`src/shared/hwa_pkg.sv`:
```
/*
  Constants, field positions and carrier types for the hardware-monitor alarm block.
  Assumes a single 250 MHz system clock and 8-bit registers behind an index/data port pair.
*/
package hwa_pkg;
  // sensor and event counts
  localparam int NUM_SENS = 3;
  localparam int NUM_VOLT = 9;
  localparam int NUM_FAN  = 5;
  localparam int PTR_W    = 7;
  localparam int BANK_W   = 3;

  // port offsets from the base address
  localparam logic [15:0] IDX_PORT_OFS  = 16'h0005;
  localparam logic [15:0] DATA_PORT_OFS = 16'h0006;
  localparam logic [7:0]  IDX_PORT_RST  = 8'h00;

  // banks and indexes
  localparam logic [BANK_W-1:0] BANK0 = 3'h0;
  localparam logic [BANK_W-1:0] BANK1 = 3'h1;
  localparam logic [BANK_W-1:0] BANK2 = 3'h2;
  localparam logic [BANK_W-1:0] BANK4 = 3'h4;
  localparam logic [PTR_W-1:0] IDX_OVT_CFG   = 7'h18;
  localparam logic [PTR_W-1:0] IDX_TEMP_MODE = 7'h4c;
  localparam logic [PTR_W-1:0] IDX_OVT_MODE  = 7'h52;
  localparam logic [PTR_W-1:0] IDX_INTRUSION = 7'h46;
  localparam logic [PTR_W-1:0] IDX_TONE_EN0  = 7'h56;
  localparam logic [PTR_W-1:0] IDX_TONE_EN1  = 7'h57;
  localparam logic [PTR_W-1:0] IDX_USER_TONE = 7'h53;
  localparam logic [PTR_W-1:0] IDX_BANK      = 7'h7e;
  localparam logic [PTR_W-1:0] IDX_STATUS    = 7'h41;
  localparam logic [PTR_W-1:0] IDX_LIM_OVER  = 7'h39;
  localparam logic [PTR_W-1:0] IDX_LIM_HYST  = 7'h3a;

  // bit positions
  localparam int BIT_CMP_MODE    = 6;  // temp mode reg
  localparam int BIT_CPU_OVT_EN  = 3;
  localparam int BIT_AUX_OVT_EN  = 4;
  localparam int BIT_SYS_OVT_EN  = 6;  // ovt cfg reg
  localparam int BIT_SYS_OVT_INT = 4;
  localparam int BIT_OVT_INT     = 1;  // banked ovt mode reg
  localparam int BIT_INTR_CLR    = 7;  // intrusion reg
  localparam int BIT_INTR_LATCH  = 6;
  localparam int BIT_INTR_LIVE   = 5;
  localparam int BIT_TONE_GLOBAL = 7;
  localparam int BIT_USER_TONE   = 5;
  localparam int BIT_ALARM_SMI   = 6;  // alarm pin function cfg
  localparam int BIT_TONE_PIN    = 1;  // tone pin function cfg
  localparam int BIT_CFG_CLR     = 5;  // intrusion clear cfg
  localparam int STS_SMI_LSB     = 0;  // status: [1:0] smi cpu/aux
  localparam int STS_OVT_LSB     = 2;  // status: [4:2] ovt sys/cpu/aux

  // reset values
  localparam logic [7:0] REG_RST      = 8'h00;
  localparam logic [7:0] LIM_OVER_RST = 8'h50;
  localparam logic [7:0] LIM_HYST_RST = 8'h4b;

  // tone timing
  localparam longint CLK_HZ        = 250_000_000;
  localparam longint TONE_LO_HZ    = 600;
  localparam longint TONE_HI_HZ    = 1200;
  localparam longint TONE_PHASE_MS = 500;
  localparam int TONE_LO_HALF_CYC = int'(CLK_HZ / (2 * TONE_LO_HZ));
  localparam int TONE_HI_HALF_CYC = int'(CLK_HZ / (2 * TONE_HI_HZ));
  localparam int TONE_PHASE_CYC   = int'(CLK_HZ * TONE_PHASE_MS / 1000);

  // host i/o request
  typedef struct packed {
    logic [15:0] addr;
    logic [7:0]  wdata;
    logic        wr;
    logic        rd;
  } hwa_io_req_t;

  // configuration bytes of the monitor device
  typedef struct packed {
    logic [7:0] base_addr_high_cfg;
    logic [7:0] base_addr_low_cfg;
    logic [7:0] alarm_pin_function_cfg;
    logic [7:0] tone_pin_function_cfg;
    logic [7:0] intrusion_clear_cfg;
  } hwa_cfg_t;

  // temperature readings, one strobe per sensor (sys, cpu, aux)
  typedef struct packed {
    logic [NUM_SENS-1:0]      valid;
    logic [NUM_SENS-1:0][7:0] value;
  } hwa_temp_t;
endpackage

```
`src/rtl/hwa_alarm_top.sv`:
```
/*
  Alarm and interrupt logic of a hardware-monitor unit: shared management-interrupt /
  over-temperature pin, chassis-intrusion latch, tone alarm and the index/data port pair.
  Assumes io requests, temperature readings and alarm inputs come from clk_sys logic;
  only the intrusion pin is asynchronous.
*/
module hwa_alarm_top
  import hwa_pkg::*;
#(
  parameter int LO_HALF_CYC = TONE_LO_HALF_CYC,
  parameter int HI_HALF_CYC = TONE_HI_HALF_CYC,
  parameter int PHASE_CYC   = TONE_PHASE_CYC
) (
  // clock and reset
  input  wire logic                clk_sys,
  input  wire logic                resetn,
  // host i/o and configuration
  input  wire hwa_io_req_t         io_req,
  input  wire hwa_cfg_t            cfg,
  output logic [7:0]               io_rdata,
  // monitored values
  input  wire hwa_temp_t           temp,
  input  wire logic [NUM_VOLT-1:0] volt_alarm,
  input  wire logic [NUM_FAN-1:0]  fan_alarm,
  input  wire logic                case_open_n,
  // pins
  output logic                     alarm_pin_n,
  output logic                     tone_alarm_out,
  output logic                     tone_alarm_oe
);
  // port decode, used for both ports
  function automatic logic port_hit(input logic [15:0] addr, input hwa_cfg_t c, input logic [15:0] ofs);
    port_hit = addr == ({c.base_addr_high_cfg, c.base_addr_low_cfg} + ofs);
  endfunction

  logic                     idx_hit, data_hit;
  logic [PTR_W-1:0]         ptr_q, ptr_d;
  logic [BANK_W-1:0]        bank_q, bank_d;
  logic [7:0]               ovt_cfg_q, ovt_cfg_d, tmode_q, tmode_d;
  logic [1:0]               ovt_mode_q, ovt_mode_d;   // banks 1 and 2
  logic                     intr_clr_q, intr_clr_d;
  logic [7:0]               en0_q, en0_d, en1_q, en1_d, user_q, user_d;
  logic [NUM_SENS-1:0][7:0] over_q, over_d, hyst_q, hyst_d;
  logic [7:0]               rdata_q, rdata_d, rd_val;
  logic                     sts_rd, lim_sel;
  logic [1:0]               sidx;

  assign idx_hit  = port_hit(io_req.addr, cfg, IDX_PORT_OFS);
  assign data_hit = port_hit(io_req.addr, cfg, DATA_PORT_OFS);
  assign lim_sel  = bank_q < BANK_W'(NUM_SENS);
  assign sidx     = bank_q[1:0];

  // sensor, intrusion and status state
  logic [NUM_SENS-1:0]     above_q, above_d, over_now, under_now, rise, fall, ovt_en, ovt_int;
  logic [NUM_SENS-1:0]     smi_ev_all, ovt_ev, ovt_cmp;
  logic [4:0]              sts_q, sts_d;
  logic                    sync1_q, sync2_q, prev_q, latch_q, latch_d, clr_prev_q, clr_src, clr_now;

  // read mux of the data port
  always_comb begin
    rd_val = REG_RST;
    if (ptr_q == IDX_BANK) begin
      rd_val = {5'h00, bank_q};
    end else if (lim_sel && ptr_q == IDX_LIM_OVER) begin
      rd_val = over_q[sidx];
    end else if (lim_sel && ptr_q == IDX_LIM_HYST) begin
      rd_val = hyst_q[sidx];
    end else begin
      case ({bank_q, ptr_q})
        {BANK0, IDX_OVT_CFG}:   rd_val = ovt_cfg_q;
        {BANK0, IDX_TEMP_MODE}: rd_val = tmode_q;
        {BANK1, IDX_OVT_MODE}:  rd_val = {6'h00, ovt_mode_q[0], 1'b0};
        {BANK2, IDX_OVT_MODE}:  rd_val = {6'h00, ovt_mode_q[1], 1'b0};
        {BANK0, IDX_TONE_EN0}:  rd_val = en0_q;
        {BANK0, IDX_TONE_EN1}:  rd_val = en1_q;
        {BANK4, IDX_USER_TONE}: rd_val = user_q;
        {BANK0, IDX_STATUS}:    rd_val = {3'h0, sts_q};
        {BANK0, IDX_INTRUSION}: rd_val = {intr_clr_q, latch_q, sync2_q, 5'h00};
        default:                rd_val = REG_RST;
      endcase
    end
  end

  // register file next state
  always_comb begin
    ptr_d      = ptr_q;
    bank_d     = bank_q;
    ovt_cfg_d  = ovt_cfg_q;
    tmode_d    = tmode_q;
    ovt_mode_d = ovt_mode_q;
    intr_clr_d = intr_clr_q;
    en0_d      = en0_q;
    en1_d      = en1_q;
    user_d     = user_q;
    over_d     = over_q;
    hyst_d     = hyst_q;
    rdata_d    = rdata_q;
    sts_rd     = 1'b0;
    if (io_req.rd && idx_hit) begin
      rdata_d = {1'b0, ptr_q};
    end
    if (io_req.wr && idx_hit) begin
      ptr_d = io_req.wdata[PTR_W-1:0];
    end
    if (io_req.rd && data_hit) begin
      rdata_d = rd_val;
      sts_rd  = bank_q == BANK0 && ptr_q == IDX_STATUS;
    end
    if (io_req.wr && data_hit) begin
      if (ptr_q == IDX_BANK) begin
        bank_d = io_req.wdata[BANK_W-1:0];
      end else if (lim_sel && ptr_q == IDX_LIM_OVER) begin
        over_d[sidx] = io_req.wdata;
      end else if (lim_sel && ptr_q == IDX_LIM_HYST) begin
        hyst_d[sidx] = io_req.wdata;
      end else begin
        case ({bank_q, ptr_q})
          {BANK0, IDX_OVT_CFG}:   ovt_cfg_d = io_req.wdata;
          {BANK0, IDX_TEMP_MODE}: tmode_d = io_req.wdata;
          {BANK1, IDX_OVT_MODE}:  ovt_mode_d[0] = io_req.wdata[BIT_OVT_INT];
          {BANK2, IDX_OVT_MODE}:  ovt_mode_d[1] = io_req.wdata[BIT_OVT_INT];
          {BANK0, IDX_TONE_EN0}:  en0_d = io_req.wdata;
          {BANK0, IDX_TONE_EN1}:  en1_d = io_req.wdata;
          {BANK4, IDX_USER_TONE}: user_d = io_req.wdata;
          {BANK0, IDX_INTRUSION}: intr_clr_d = io_req.wdata[BIT_INTR_CLR];
          default:                ;
        endcase
      end
    end
  end

  always_ff @(posedge clk_sys or negedge resetn) begin
    if (!resetn) begin
      ptr_q      <= IDX_PORT_RST[PTR_W-1:0];
      bank_q     <= BANK0;
      ovt_cfg_q  <= REG_RST;
      tmode_q    <= REG_RST;
      ovt_mode_q <= '0;
      intr_clr_q <= 1'b0;
      en0_q      <= REG_RST;
      en1_q      <= REG_RST;
      user_q     <= REG_RST;
      over_q     <= {NUM_SENS{LIM_OVER_RST}};
      hyst_q     <= {NUM_SENS{LIM_HYST_RST}};
      rdata_q    <= REG_RST;
    end else begin
      ptr_q      <= ptr_d;
      bank_q     <= bank_d;
      ovt_cfg_q  <= ovt_cfg_d;
      tmode_q    <= tmode_d;
      ovt_mode_q <= ovt_mode_d;
      intr_clr_q <= intr_clr_d;
      en0_q      <= en0_d;
      en1_q      <= en1_d;
      user_q     <= user_d;
      over_q     <= over_d;
      hyst_q     <= hyst_d;
      rdata_q    <= rdata_d;
    end
  end

  // per-sensor enables and over-temp modes, sys/cpu/aux
  assign ovt_en  = {tmode_q[BIT_AUX_OVT_EN], tmode_q[BIT_CPU_OVT_EN], ovt_cfg_q[BIT_SYS_OVT_EN]};
  assign ovt_int = {ovt_mode_q[1], ovt_mode_q[0], ovt_cfg_q[BIT_SYS_OVT_INT]};

  // threshold crossings, evaluated only when a reading arrives
  for (genvar s = 0; s < NUM_SENS; s++) begin : g_sens
    assign over_now[s]  = temp.valid[s] && $signed(temp.value[s]) > $signed(over_q[s]);
    assign under_now[s] = temp.valid[s] && $signed(temp.value[s]) < $signed(hyst_q[s]);
    assign above_d[s]   = over_now[s] | (above_q[s] & ~under_now[s]);
    assign rise[s]      = over_now[s] & ~above_q[s];
    assign fall[s]      = under_now[s] & above_q[s];
    // comparator re-raises on every reading above; two-times only on the edges
    assign smi_ev_all[s] = tmode_q[BIT_CMP_MODE] ? temp.valid[s] & above_d[s]
                                                 : rise[s] | fall[s];
    assign ovt_ev[s]     = ovt_en[s] & ovt_int[s] & (rise[s] | fall[s]);
    assign ovt_cmp[s]    = ovt_en[s] & ~ovt_int[s] & above_q[s];
  end

  // status: events set, a status read clears, set wins over clear
  always_comb begin
    sts_d = sts_rd ? 5'h00 : sts_q;
    sts_d[STS_SMI_LSB +: 2] = sts_d[STS_SMI_LSB +: 2] | smi_ev_all[2:1];
    sts_d[STS_OVT_LSB +: 3] = sts_d[STS_OVT_LSB +: 3] | ovt_ev;
  end

  // intrusion: falling edge latched, cleared by a one then zero on either source
  always_comb begin
    clr_src = intr_clr_q | cfg.intrusion_clear_cfg[BIT_CFG_CLR];
    clr_now = clr_prev_q & ~clr_src;
    latch_d = (prev_q & ~sync2_q) | (latch_q & ~clr_now);
  end

  always_ff @(posedge clk_sys or negedge resetn) begin
    if (!resetn) begin
      above_q    <= '0;
      sts_q      <= 5'h00;
      sync1_q    <= 1'b1;
      sync2_q    <= 1'b1;
      prev_q     <= 1'b1;
      latch_q    <= 1'b0;
      clr_prev_q <= 1'b0;
    end else begin
      above_q    <= above_d;
      sts_q      <= sts_d;
      sync1_q    <= case_open_n;
      sync2_q    <= sync1_q;
      prev_q     <= sync2_q;
      latch_q    <= latch_d;
      clr_prev_q <= clr_src;
    end
  end

  // shared pin and tone request
  logic                       pin_n_q, pin_n_d, tone_req_q, tone_req_d;
  logic [NUM_VOLT+NUM_FAN+NUM_SENS-1:0] ev_vec, ev_en;

  always_comb begin
    // pending management interrupt holds the pin until status is read
    pin_n_d = cfg.alarm_pin_function_cfg[BIT_ALARM_SMI]
            ? ~(|sts_q[STS_SMI_LSB +: 2])
            : ~((|ovt_cmp) | (|sts_q[STS_OVT_LSB +: 3]));
    ev_vec = {fan_alarm, above_q, volt_alarm};
    ev_en  = {user_q[1:0], en1_q[6:0], en0_q};
    tone_req_d = en1_q[BIT_TONE_GLOBAL]
               & ((|(ev_vec & ev_en)) | ~sync2_q | user_q[BIT_USER_TONE]);
  end

  always_ff @(posedge clk_sys or negedge resetn) begin
    if (!resetn) begin
      pin_n_q    <= 1'b1;
      tone_req_q <= 1'b0;
    end else begin
      pin_n_q    <= pin_n_d;
      tone_req_q <= tone_req_d;
    end
  end

  hwa_tone_gen #(
    .LO_HALF_CYC (LO_HALF_CYC),
    .HI_HALF_CYC (HI_HALF_CYC),
    .PHASE_CYC   (PHASE_CYC)
  ) u_tone (
    .clk_sys  (clk_sys),
    .resetn   (resetn),
    .active   (tone_req_q),
    .pin_sel  (~cfg.tone_pin_function_cfg[BIT_TONE_PIN]),
    .tone_out (tone_alarm_out),
    .tone_oe  (tone_alarm_oe)
  );

  assign io_rdata    = rdata_q;
  assign alarm_pin_n = pin_n_q;
endmodule

```
`src/rtl/hwa_tone_gen.sv`:
```
/*
  Two-tone alarm generator driving an open-drain pin.
  Assumes active is a same-clock level; the pin is pulled up outside.
*/
module hwa_tone_gen
  import hwa_pkg::*;
#(
  parameter int LO_HALF_CYC = TONE_LO_HALF_CYC,
  parameter int HI_HALF_CYC = TONE_HI_HALF_CYC,
  parameter int PHASE_CYC   = TONE_PHASE_CYC
) (
  // clock and reset
  input  wire logic clk_sys,
  input  wire logic resetn,
  // control
  input  wire logic active,
  input  wire logic pin_sel,
  // open-drain pin
  output logic      tone_out,
  output logic      tone_oe
);
  localparam int PW = $clog2(PHASE_CYC + 1);
  localparam int HW = $clog2(LO_HALF_CYC + HI_HALF_CYC + 1);

  logic [PW-1:0] phase_q, phase_d;
  logic [HW-1:0] half_q, half_d;
  logic          hi_q, hi_d, wave_q, wave_d, oe_q, oe_d;
  logic [HW-1:0] half_end;

  // next state: counters run only while the alarm is active
  always_comb begin
    half_end = hi_q ? HW'(HI_HALF_CYC - 1) : HW'(LO_HALF_CYC - 1);
    phase_d  = phase_q + PW'(1);
    half_d   = half_q + HW'(1);
    hi_d     = hi_q;
    wave_d   = wave_q;
    if (!active) begin
      phase_d = '0;
      half_d  = '0;
      hi_d    = 1'b0;
      wave_d  = 1'b0;
    end else begin
      if (phase_q == PW'(PHASE_CYC - 1)) begin
        phase_d = '0;
        hi_d    = ~hi_q;
        half_d  = '0;
      end else if (half_q == half_end) begin
        half_d = '0;
        wave_d = ~wave_q;
      end
    end
    // while pin_sel is set, drive low by default and release only in the high half of a wave; with pin_sel clear, always release
    oe_d = pin_sel & ~(active & wave_q);
  end

  always_ff @(posedge clk_sys or negedge resetn) begin
    if (!resetn) begin
      phase_q <= '0;
      half_q  <= '0;
      hi_q    <= 1'b0;
      wave_q  <= 1'b0;
      oe_q    <= 1'b0;
    end else begin
      phase_q <= phase_d;
      half_q  <= half_d;
      hi_q    <= hi_d;
      wave_q  <= wave_d;
      oe_q    <= oe_d;
    end
  end

  assign tone_out = 1'b0; // open drain only ever pulls low
  assign tone_oe  = oe_q;
endmodule

```
`config.mk`:
```
export PLATFORM = sky130hd
export DESIGN_NAME = hwa_alarm_top
export DESIGN_NICKNAME = d
export VERILOG_FILES = /design/src/shared/hwa_pkg.sv /design/src/rtl/hwa_alarm_top.sv /design/src/rtl/hwa_tone_gen.sv
export SDC_FILE = /design/constraint.sdc
export NUM_CORES = 1
export LEC_CHECK = 0
export BUFFER_PORTS_ARGS = -buffer_cell sky130_fd_sc_hd__buf_2
export CAP_MARGIN = 10
export CORE_MARGIN = 5
export CORE_UTILIZATION = 25
export DETAILED_ROUTE_END_ITERATION = 8
export PLACE_DENSITY = 0.49
export SKIP_LAST_GASP = 1
export SLEW_MARGIN = 20
export SYNTH_ARGS = -nofsm -noshare
export SYNTH_HDL_FRONTEND = slang
export SYNTH_SLANG_ARGS = --single-unit
```
`constraint.sdc`:
```
create_clock -name clk_sys -period 5.8 [get_ports clk_sys]
set_input_delay 0.87 -clock clk_sys [delete_from_list [all_inputs] [get_ports clk_sys]]
set_output_delay 0.87 -clock clk_sys [all_outputs]
set_load 0.01 [all_outputs]
```
== After elaboration in Yosys (flattened, before gate mapping) ==
Index checks and enable logic that the tools add are counted.

* Word-level logic and storage cells: 190
* Output and inout port bits: 11
* Register bits after elaboration: 173

* Bitwise gates (word level): 64
* Reductions and logical operators: 32
* $lt $le $gt $ge: 9
* Eq/ne operators: 20
* Add/sub/neg operators: 4
* Muxes and demuxes: 30

{| class="wikitable"
|+ Operators with widths
! operator !! number
|-
| 8-bit one-hot mux with 9 select lines || 1
|-
| 8-bit 2-to-1 mux || 8
|-
| 19-bit 2-to-1 mux || 3
|-
| 27-bit 2-to-1 mux || 2
|-
| 10-bit by 7-bit equality test with 1-bit output, second input constant || 5
|-
| 24-bit bitwise mux || 2
|-
| 5-bit AND reduction || 8
|-
| 16-bit by 3-bit adder with 16-bit output, second input constant || 2
|-
| 8-bit binary-select mux with 2-bit select || 2
|-
| 16-bit equality test || 2
|-
| 1-bit bitwise AND || 29
|-
| 27-bit by 1-bit adder with 27-bit output, second input constant || 1
|-
| 27-bit equality test, second input constant || 1
|-
| 8-bit greater-than comparator || 3
|-
| 8-bit less-than comparator || 3
|-
| 1-bit inverter || 21
|-
| 19-bit by 1-bit adder with 19-bit output, second input constant || 1
|-
| 19-bit equality test || 1
|-
| 18-bit 2-to-1 mux || 1
|-
| 17-bit bitwise AND || 1
|-
| 17-bit OR reduction || 1
|-
| 8-bit demux with 2-bit select || 1
|-
| 7-bit by 6-bit equality test with 1-bit output, second input constant || 2
|-
| 7-bit equality test, second input constant || 2
|-
| other kinds (22) || 56
|}

== Depth between registers and ports, before layout ==
Gate-level depths: netlist (run 1).

* Depth after elaboration: 8
* Depth in mapped cells: 12

== Cells and area by module ==
A second synthesis (run 1) with hierarchy kept.

* Cells, all modules: 1067
* Area total of the unflattened synthesis: 10955.5 sq um

{| class="wikitable"
|+ By module, submodules not included
! module !! area an instance (sq um) !! sequential area each (sq um) !! times used !! cells an instance
|-
| hwa_alarm_top || 8395.6 || 3130.5 || 1 || 804
|-
| hwa_tone_gen || 2560.0 || 1226.2 || 1 || 263
|}

== Worst setup path before layout (run 1) ==
OpenSTA, ideal clock, no wires.

* Path type: input to register
* Start: input cfg[26] in the netlist's numbering
* End: register over_q[16] in the netlist's numbering
* Path buffers: 2
* Data arrival time: 3497 ps
* Setup time: 125 ps
* Setup slack: 2178 ps
* Stages: 12
* Required time: 5675 ps
* Cells stage by stage: buf_2 -> inv_1 -> ha_1 -> xnor2_1 -> or3_1 -> a2111oi_4 -> o211ai_2 -> nor3b_2 -> nand3_2 -> and3b_1 -> buf_4 -> mux2_2

* Word-level cells in the longest chain between the ends: 4

{| class="wikitable"
|+ Ends and longest elaborated chain
! what !! RTL line !! source
|-
| start: declaration || hwa_alarm_top.sv:19 || <nowiki>input wire hwa_cfg_t cfg,</nowiki>
|-
| 16-bit by 3-bit adder with 16-bit output || hwa_alarm_top.sv:33 || <nowiki>port_hit = addr == ({c.base_addr_high_cfg, c.base_addr_low_cfg} + ofs);</nowiki>
|-
| 16-bit equality test || hwa_alarm_top.sv:33 ||
|-
| 1-bit logical AND || hwa_alarm_top.sv:109 || <nowiki>if (io_req.wr && data_hit) begin</nowiki>
|-
| 3-bit AND reduction (no source line) || -- ||
|-
| end signal: assignment || hwa_alarm_top.sv:143 || <nowiki>over_q <= {NUM_SENS{LIM_OVER_RST}};</nowiki>
|-
| end signal: assignment || hwa_alarm_top.sv:156 || <nowiki>over_q <= over_d;</nowiki>
|-
| end: declaration || hwa_alarm_top.sv:43 || <nowiki>logic [NUM_SENS-1:0][7:0] over_q, over_d, hyst_q, hyst_d;</nowiki>
|}

Every way passes these cells.
A chain may end at the register's enable or synchronous reset.

== Worst setup path in the final report (run 1) ==
* Start: input cfg[26] in the netlist's numbering
* End: register over_q[3] in the netlist's numbering

Same word-level chain as after synthesis.

==> results.ini, run 1 <==
[outcome]
outcome = finished, final reports clean

[worst_setup_path]
required_ps = 6110
cp.arrival_ps = 4020
crit_type = input pin to register
cp_num_buf_inv = 2
crit_cells = 11
slowest_stage = nor3_4
crit_chain = buf_2, inv_1, ha_1, xnor2_1, or3_1, a2111oi_4, o211ai_2, nor3b_2, nand3_2, nor3_4, mux2_2
crit_path_end_kind = register
cpPeakStageDelay_ps = 500
r2r_cells = 7
start_kind = input pin
critPathMaxFanout = 10
crit_family = simple AND/OR/NAND/NOR gates

[sta]
worstMarginPinSlew_ps = 1040
fin_crit_ps = 3720
final.setup_skew_ps = 16.2
drv_slew = 0
period_share_pct = 64.1
fmax_mhz = 269
hold_viol = 0
slew_headroom_pct = 30.6
grt_setup_unrepaired = false
setup_viol = 0
fin_tns_setup_ps = 0

[synthesis]
synth_fp_nets = 1186
ys_warn_count = 0
yosys.area.top_type = dfrtp_1
seq_area_frac_synth_pct = 41.9
synth_flop_cell = dfrtp_1
synth_enable_flop_cells = 0
ys_ff_latch = 173
async_flop_share_pct = 100
syn_area_per_cell_um2 = 10.1
synth_top_cell_area_share_pct = 36.3
synth_area_leaders = dfrtp_1, mux2_2, ha_1
synth_area_mm2 = 0.0104
syn_inst = 1026
ys_types = 80

[clock_tree]
root_buffer = clkbuf_16
cts-buffers-inserted = 17
cts_hold_buf = 0
tritoncts = yes
post-cts-setup-buffers = 0
cts.htree.levels = 4
cts_resized = 0
clock_latency_ps = 430
ctsLongestPathBuffers = 2
cts.clk_slew.worst_paths_ps = 80
clock_sinks = 173

[cells_and_area]
final_nets = 1271
drive_gt1_share_pct = 23.9
finalNonFillerCells = 1657
final_common_cell = dfrtp_1
mostFrequentLayoutCells = dfrtp_1, buf_2, nor2_1
area_growth_pct = 16.2

[die]
initial_core_util_pct = 25.3
rows = 74
core_area_mm2 = 0.0410
die_h_um = 214
die_w_um = 214
design.die.area_mm2 = 0.0458
ioPinCount = 121

[pwr]
power.leakage_nw = 5.22
swShare_pct = 24.4
clkPwrFrac_pct = 47.2
irDropWorstVdd_mv = 0.197
switchingPower_w = 0.000660
total_power_w = 0.00271
pwr-share-comb_pct = 7.7
seqPwrFrac_pct = 45.1
intPower_w = 0.00205
power_density_mw_per_mm2 = 224

[route]
first_pass_iters = 5
drc = 0
drtIter0Drc = 430
routed_wl_mm = 29.7
num_vias = 8055
wl_per_cell_um = 17.9
via_per_inst = 4.86
antenna_left = 0

[placement]
hpwlAfterDp_mm = 22.5
port_buffers = 98
place.gp.congestion = 0.857
placedCellCount = 1624

[grt]
antenna_found_initial = 2
grt_pass1_vias = 8238
gr-total-overflow = 0
grt_pass1_wl_mm = 47.1
grt_start_max_net_pins = 91
grtUsageTotal_pct = 12.8

[min_path]
min_path_cells = 0
hold_class = register to register

[run]
max_cap_violations = 0

cell usage after synthesis, drive strengths merged (5+ instances only):
cell    instances
a211oi          8
nand3b          6
a21oi          38
dfrtp         151
a221oi         11
nand2b          9
nand4          21
nand3          40
o211ai          5
or3             7
nand2          70
o21ai          41
xor2           34
clkbuf         23
nor4           15
xnor2          38
or2             5
mux2          100
o21a            5
a22oi          17
buf            17
mux2i          25
a22o            5
ha             50
nor2b           8
and4            5
inv            64
dfstp          22
nor2           90
nor3b           7
and3           11
nor3           16
per-stage QoR:
stage / hold slack, ps / area, µm² / worst slack, ps / util, %
after global placement: 351 / 11400 / 1710 / 27.9
after floorplan: 345 / 10400 / 2180 / -
after CTS: 366 / 12100 / 2110 / 29.4
after global routing: 371 / 12100 / 1920 / 29.5
after detailed placement: 353 / 11400 / 1660 / 27.9
final: 364 / 12100 / 2080 / 29.5
state kept, by name (all words and copies together) (netlist names), 2 cells and up:
| signal | flops |
|---|---|
| u_tone.phase_q | 27 |
| hyst_q | 24 |
| over_q | 24 |
| u_tone.half_q | 19 |
| en0_q | 8 |
| en1_q | 8 |
| io_rdata | 8 |
| ovt_cfg_q | 8 |
| tmode_q | 8 |
| user_q | 8 |
| ptr_q | 7 |
| sts_q | 5 |
| above_q | 3 |
| bank_q | 3 |
| ovt_mode_q | 2 |
final cells by class:
cell class / instances / area, µm²
Fill cell: 4307 / 28900
Timing Repair Buffer: 106 / 557
Clock inverter: 13 / 196
Antenna cell: 1 / 2.50
Tap cell: 532 / 666
Sequential cell: 173 / 4360
Multi-Input combinational cell: 749 / 5620
Inverter: 64 / 240
Clock buffer: 19 / 453
worst register-to-register path, delay by kind of cell (launching register included):
| kind | cells | cell delay [ps] |
|---|---|---|
| DFF | 1 | 440 |
| and+or+nand+nor | 7 | 2490 |
cells by family after synthesis:
logic type,count (synthesis),synth area share [%]
AO/OA/AOI/OAI,170,11.1
buffers and inverters,104,4.14
AND/OR/NAND/NOR,331,17.4
multiplexers,125,13.3
other,1,0.0361
adder cells (fa/ha/maj),50,6.02
XOR/XNOR,72,6.14
flip-flops,173,41.9
metal layers:
layer  GRT usage, %  wire (µm)
met5              0         20
met3           2.65       1290
met4           2.96        472
met1           18.1      14400
met2           20.4      13500
power by group through the flow:
stage	clock [W]	combinational (W)	sequential (W)
6_report	0.00128	0.000208	0.00122
5_1_grt	0.00136	0.000236	0.00122
4_1_cts	0.00131	0.000212	0.00122
3_5_place_dp	0	0.000210	0.00124
3_3_place_gp	0	0.000207	0.00124
2_1_floorplan	0	0.000107	0.00124
final timing paths:
kind / from / end / slack, ps
worst max-delay path: cfg[26] / over_q[3] / 2080
min in group asynchronous: resetn / u_tone.half_q[11] / 490
max in group asynchronous: resetn / over_q[20] / 4160
worst min register to register: sync1_q / sync2_q / 360
worst min-delay path: sync1_q / sync2_q / 360
worst max register to register: u_tone.phase_q[9] / u_tone.half_q[2] / 2730
No activity file was read; power rests on OpenSTA's default activity.
==> inputs of run 2 (changes only) <==
--- a/config.mk
+++ b/config.mk
@@ -5,6 +5,7 @@
 export SDC_FILE = /design/constraint.sdc
 export NUM_CORES = 1
 export LEC_CHECK = 0
+export ABC_AREA = 1
 export BUFFER_PORTS_ARGS = -buffer_cell sky130_fd_sc_hd__buf_2
 export CAP_MARGIN = 10
 export CORE_MARGIN = 5
==> constraint.sdc (replaced) <==
create_clock -name clk_sys -period 3.78 [get_ports clk_sys]
set_input_delay 0.567 -clock clk_sys [delete_from_list [all_inputs] [get_ports clk_sys]]
set_output_delay 0.567 -clock clk_sys [all_outputs]
set_load 0.01 [all_outputs]
==> run 2 against run 1 <==
Clock power rose by 46%. Die area grew 6.1%. Critical endpoint is now over_q[18]. Highest routed layer is now met4. Sequential share of layout area down 2.1 points. Clock skew down 2.9 ps. Power is 51% higher. Sequential cell count stayed put. Via count grew 31%. First-iteration DRC count rose by 98%. Setup slack lost 1000 ps. Combinational power increased by 69%.
==> results.ini, run 2 <==
[placement]
hpwlAfterDp_mm = 27.5
place.gp.congestion = 0.894
placedCellCount = 2203
pre_cts_ws_ps = 651
port_buffers = 98

[synthesis]
seq_area_frac_synth_pct = 39.4
synth_area_leaders = dfrtp_1, nand2_1, inv_1
synth_area_mm2 = 0.0111
ys_ff_latch = 173
synth_flop_cell = dfrtp_1
ys_warn_count = 0
yosys.area.top_type = dfrtp_1
ys_types = 52
synth_most_common_cell = nand2_1
yosys-top-cells-count = nand2_1, inv_1, nor2_1, dfrtp_1, o21ai_0
synth_enable_flop_cells = 0
synth_top_cell_area_share_pct = 34.2
synth_fp_nets = 1697
async_flop_share_pct = 100
syn_inst = 1537
syn_area_per_cell_um2 = 7.19

[sta]
slew_headroom_pct = 43.2
setup_ws_ps = 1080
drv_slew = 0
grt_setup_unrepaired = false
fin_tns_setup_ps = 0
hold_viol = 0
worstMarginPinSlew_ps = 846
fin_crit_ps = 2700
final.setup_skew_ps = 13.3
setup_viol = 0
fmax_mhz = 371
period_share_pct = 71.3

[clock_tree]
ctsLongestPathBuffers = 2
root_buffer = clkbuf_16
post-cts-setup-buffers = 0
cts_resized = 0
tritoncts = yes
cts.htree.levels = 4
clock_sinks = 173
cts-buffers-inserted = 17
cts.clk_slew.worst_paths_ps = 60
cts_hold_buf = 0
clock_latency_ps = 440

[route]
drc = 0
num_vias = 10500
first_pass_iters = 6
wl_per_cell_um = 16.2
drtIter0Drc = 853
routed_wl_mm = 36.1
via_per_inst = 4.71
antenna_left = 0

[pwr]
pwr-share-comb_pct = 8.6
power.leakage_nw = 5.84
intPower_w = 0.00306
clkPwrFrac_pct = 45.8
power_density_mw_per_mm2 = 319
switchingPower_w = 0.00103
swShare_pct = 25.2
irDropWorstVdd_mv = 0.308
seqPwrFrac_pct = 45.7

[grt]
gr-total-overflow = 0
grt_pass1_vias = 10200
antenna_found_initial = 0
grt_pass1_wl_mm = 57.0
grt_start_max_net_pins = 79
grtUsageTotal_pct = 14.9

[worst_setup_path]
r2r_slack_ps = 1120
r2r-start = bank_q[0]
required_ps = 4080
r2r_cells = 13
crit_type = input pin to register
r2r-end = io_rdata[0]
start_kind = input pin
cpPeakStageDelay_ps = 340
crit_chain = buf_2, inv_1, ha_1, nor2_4, nand2_1, o21bai_1, nand3_1, nor2_1, nand3_2, nor2_4, buf_4, nand3_2, nand2_1, o21ai_1
crit_path_end_kind = register
cp.arrival_ps = 2990
slowest_stage = nand3_2
critPathMaxFanout = 16

[die]
ioPinCount = 121
die_h_um = 220
rows = 77
die_w_um = 220
core_area_mm2 = 0.0440
initial_core_util_pct = 25.1
design.die.area_mm2 = 0.0485

[outcome]
outcome = finished, final reports clean

[cells_and_area]
largest-register = u_tone.phase_q
mostFrequentLayoutCells = nand2_1, inv_1, nor2_1
drive_gt1_share_pct = 11.7
final_common_cell = nand2_1
final_nets = 1790
largestRegisters = u_tone.phase_q x27, hyst_q x24, over_q x24
area_growth_pct = 16.2
insertedDiodeCount = 0
largest_reg_flops = 27
finalNonFillerCells = 2235
fin_util_pct = 29.2

[run]
max_cap_violations = 0

[min_path]
hold_class = input pin to async pin

==> run 2: cell families (layout without fill, tap and decap cells) <==
family,after synthesis,after routing,synth area share (%)
compound gates,191,191,9.82
xor+xnor,37,37,2.93
fa+ha+maj,50,50,5.66
buf+inv,228,334,8.00
flops,173,173,39.4
other cells,1,1,0.0339
simple gates,857,857,34.2
==> run 2: routing by layer <==
metal | wire length (µm) | part of all wire, % | global-route usage, % | vias up
met5 | 0 | 0 | 0 | -
met4 | 557 | 1.5 | 3.56 | 0
met3 | 1730 | 4.8 | 2.54 | 35
met2 | 17000 | 47 | 24.6 | 275
li1 | - | - | - | 5247
met1 | 16900 | 47 | 20.5 | 4965
==> run 2: worst max-delay path by stage <==
| stage | from | endpoint | slack (ps) | cells past startpoint |
|---|---|---|---|---|
| floorplan | cfg[25] | hyst_q[12] | 1350 | 16 |
| global placement | cfg[25] | over_q[18] | 680 | 16 |
| detailed placement | cfg[25] | hyst_q[6] | 650 | 13 |
| CTS | cfg[25] | hyst_q[6] | 1100 | 13 |
| global route | cfg[25] | over_q[10] | 780 | 16 |
| finish | cfg[25] | over_q[18] | 1080 | 14 |
==> run 2: metrics by stage <==
stage / instance area (µm²) / power (W) / hold slack [ps]
2_1_floorplan: 11100 / 0.00208 / 271
3_3_place_gp: 12200 / 0.00226 / 350
3_5_place_dp: 12200 / 0.00226 / 350
4_1_cts: 12800 / 0.00414 / 150
5_1_grt: 12800 / 0.00426 / 180
6_report: 12800 / 0.00409 / 121
==> run 2: power by group through the flow <==
stage          Sequential (W)  Combinational [W]  Clock [W]
3_3_place_gp          0.00190           0.000352          0
6_report              0.00187           0.000351    0.00187
2_1_floorplan         0.00190           0.000176          0
4_1_cts               0.00187           0.000358    0.00191
5_1_grt               0.00187           0.000403    0.00199
3_5_place_dp          0.00190           0.000356          0
==> run 2: final cells by class <==
class | count | area [µm²]
clock buffers | 20 | 457
clock inverters | 12 | 160
fillers | 4847 | 31200
inverters | 194 | 728
multi-input cells | 1136 | 5820
flip-flops and latches | 173 | 4360
well taps | 592 | 741
repair buffers | 108 | 584
==> run 2: worst max-delay path: cells and delay by family <==
family / cells / cell delay [ps]
AO/OA/AOI/OAI: 2 / 270
adder cells (fa/ha/maj): 1 / 250
buffers and inverters: 3 / 510
AND/OR/NAND/NOR: 8 / 1380
==> inputs of run 3 (changes only) <==
==> constraint.sdc (replaced) <==
create_clock -name clk_sys -period 2.5 [get_ports clk_sys]
set_input_delay 0.375 -clock clk_sys [delete_from_list [all_inputs] [get_ports clk_sys]]
set_output_delay 0.375 -clock clk_sys [all_outputs]
set_load 0.01 [all_outputs]
==> run 3 against run 2 <==
Sequential cell count did not move. Final cell count grew 2.1%. Utilization is 1.1 points higher. Critical path depth down 1. Non-clock buffer count up 46. Largest cell class unchanged. Wire length rose by 1.1%.
==> results.ini, run 3 (same netlist as run 2, synthesis figures left out) <==
[route]
routed_wl_mm = 36.5
drtIter0Drc = 756
via_per_inst = 4.63
wl_per_cell_um = 16.0
antenna_left = 0
drc = 0
first_pass_iters = 5
num_vias = 10600

[run]
max_cap_violations = 0

[die]
die_h_um = 220
core_area_mm2 = 0.0440
design.die.area_mm2 = 0.0485
die_w_um = 220
initial_core_util_pct = 25.1
rows = 77
ioPinCount = 121

[grt]
gr-total-overflow = 0
antenna_found_initial = 0
grtUsageTotal_pct = 15.1
grt_pass1_wl_mm = 57.4
grt_pass1_vias = 10300
grt_start_max_net_pins = 57

[cells_and_area]
largest_reg_flops = 27
area_growth_pct = 20.4
insertedDiodeCount = 0
num-fill-cells = 4834
finalNonFillerCells = 2281
final_common_cell = nand2_1
final_nets = 1836
stdcell_area_mm2 = 0.0133
mostFrequentLayoutCells = nand2_1, inv_1, nor2_1
largest-register = u_tone.phase_q
drive_gt1_share_pct = 14.2
largestRegisters = u_tone.phase_q x27, hyst_q x24, over_q x24

[worst_setup_path]
critPathMaxFanout = 11
start_kind = register
r2r-start = bank_q[1]
crit_path_end_kind = register
cp.arrival_ps = 2610
r2r_cells = 13
crit_chain = nand2_1, nand2_1, inv_1, nand4_1, inv_1, nand2_1, nand3_1, nor2_1, nand2_1, nand2_1, nand2_1, nand2_1, nand2_1
required_ps = 2830
cpMostUsedCell = nand2_1
crit_type = register to register
crit_family = simple AND/OR/NAND/NOR gates
cp_num_buf_inv = 2
cpPeakStageDelay_ps = 540
r2r_slack_ps = 220
crit_cells = 13
cp-startpoint = bank_q[1]
slowest_stage = dfrtp_1

[sta]
setup_ws_ps = 225
final.setup_skew_ps = 10.7
worstMarginPinSlew_ps = 527
fin_crit_ps = 2280
setup_viol = 0
drv_slew = 0
fmax_mhz = 440
period_share_pct = 91.0
hold_viol = 0
fin_tns_setup_ps = 0
slew_headroom_pct = 64.6

[clock_tree]
root_buffer = clkbuf_16
cts.htree.levels = 4
post-cts-setup-buffers = 0
cts.clk_slew.worst_paths_ps = 70
clock_sinks = 173
ctsLongestPathBuffers = 2
tritoncts = yes
cts-buffers-inserted = 17
clock_latency_ps = 440

[placement]
placedCellCount = 2248
place_area_mm2 = 0.0126
hpwlAfterDp_mm = 28.6
place.gp.congestion = 0.924
pre_cts_ws_ps = -95.8
port_buffers = 98

[pwr]
irDropWorstVdd_mv = 0.448
power_density_mw_per_mm2 = 477
power.leakage_nw = 6.11

[min_path]
min_from = case_open_n
hold_class = input pin to register
min_path_cells = 1

[outcome]
outcome = finished, final reports clean

-- run 3: changes by cell type in the layout (fill, tap and decap cells not counted) --
cell           previous run  this run
nor2_2                    2         5
buf_12                    1         7
clkbuf_1                  1         2
bufinv_16                 3         5
nor2_1                  164       161
nor3_1                   31        30
dlygate4sd3_1             0         1
nor3_2                    0         1
clkinv_2                  1         0
clkbuf_8                  2         0
buf_4                     9        48
-- run 3: repair_timing --
item,in CTS,in global routing
gates resized for setup,1,3
hold buffers,1,0
hold endpoints to repair,46,0
pin swaps,0,0
setup endpoints to repair,1,5
-- run 3: layout make-up --
type	count	area, µm²	area share (%)
multi-input cells	1136	5840	43.8
flip-flops and latches	173	4360	32.7
repair buffers	154	1010	7.56
well taps	592	741	5.56
inverters	194	728	5.47
clock buffers	19	433	3.25
clock inverters	13	215	1.62
-- run 3: stage by stage --
stage	util (%)	total power, W	hold WS, ps
finish	30.2	0.00636	63.1
floorplan	-	0.00314	79.4
detailed placement	28.7	0.00344	348
CTS	30.2	0.00644	40.6
global route	30.2	0.00661	44.9
global placement	28.7	0.00343	349
-- run 3: where the power goes --
part / internal [W] / leakage (nW) / total (W) / switching, W
clock network: 0.00178 / 0.300 / 0.00298 / 0.00120
logic: 0.000192 / 3.51 / 0.000551 / 0.000359
registers: 0.00282 / 2.30 / 0.00283 / 0.0000104
total: 0.00479 / 6.11 / 0.00636 / 0.00157
-- run 3: worst paths after layout --
check,to
max,io_rdata[1]
min,sync1_q
max reg2reg,io_rdata[1]
min reg2reg,sync2_q
max in group asynchronous,u_tone.phase_q[14]
min in group asynchronous,u_tone.half_q[12]
-- run 3: per-layer routing --
layer | GRT usage [%] | routed length, µm | vias to the layer above
li1 | - | - | 5332
met1 | 20.9 | 17200 | 4987
met2 | 25.0 | 17200 | 197
met3 | 2.00 | 1320 | 42
met4 | 3.77 | 715 | 0
met5 | 0 | 0 | -
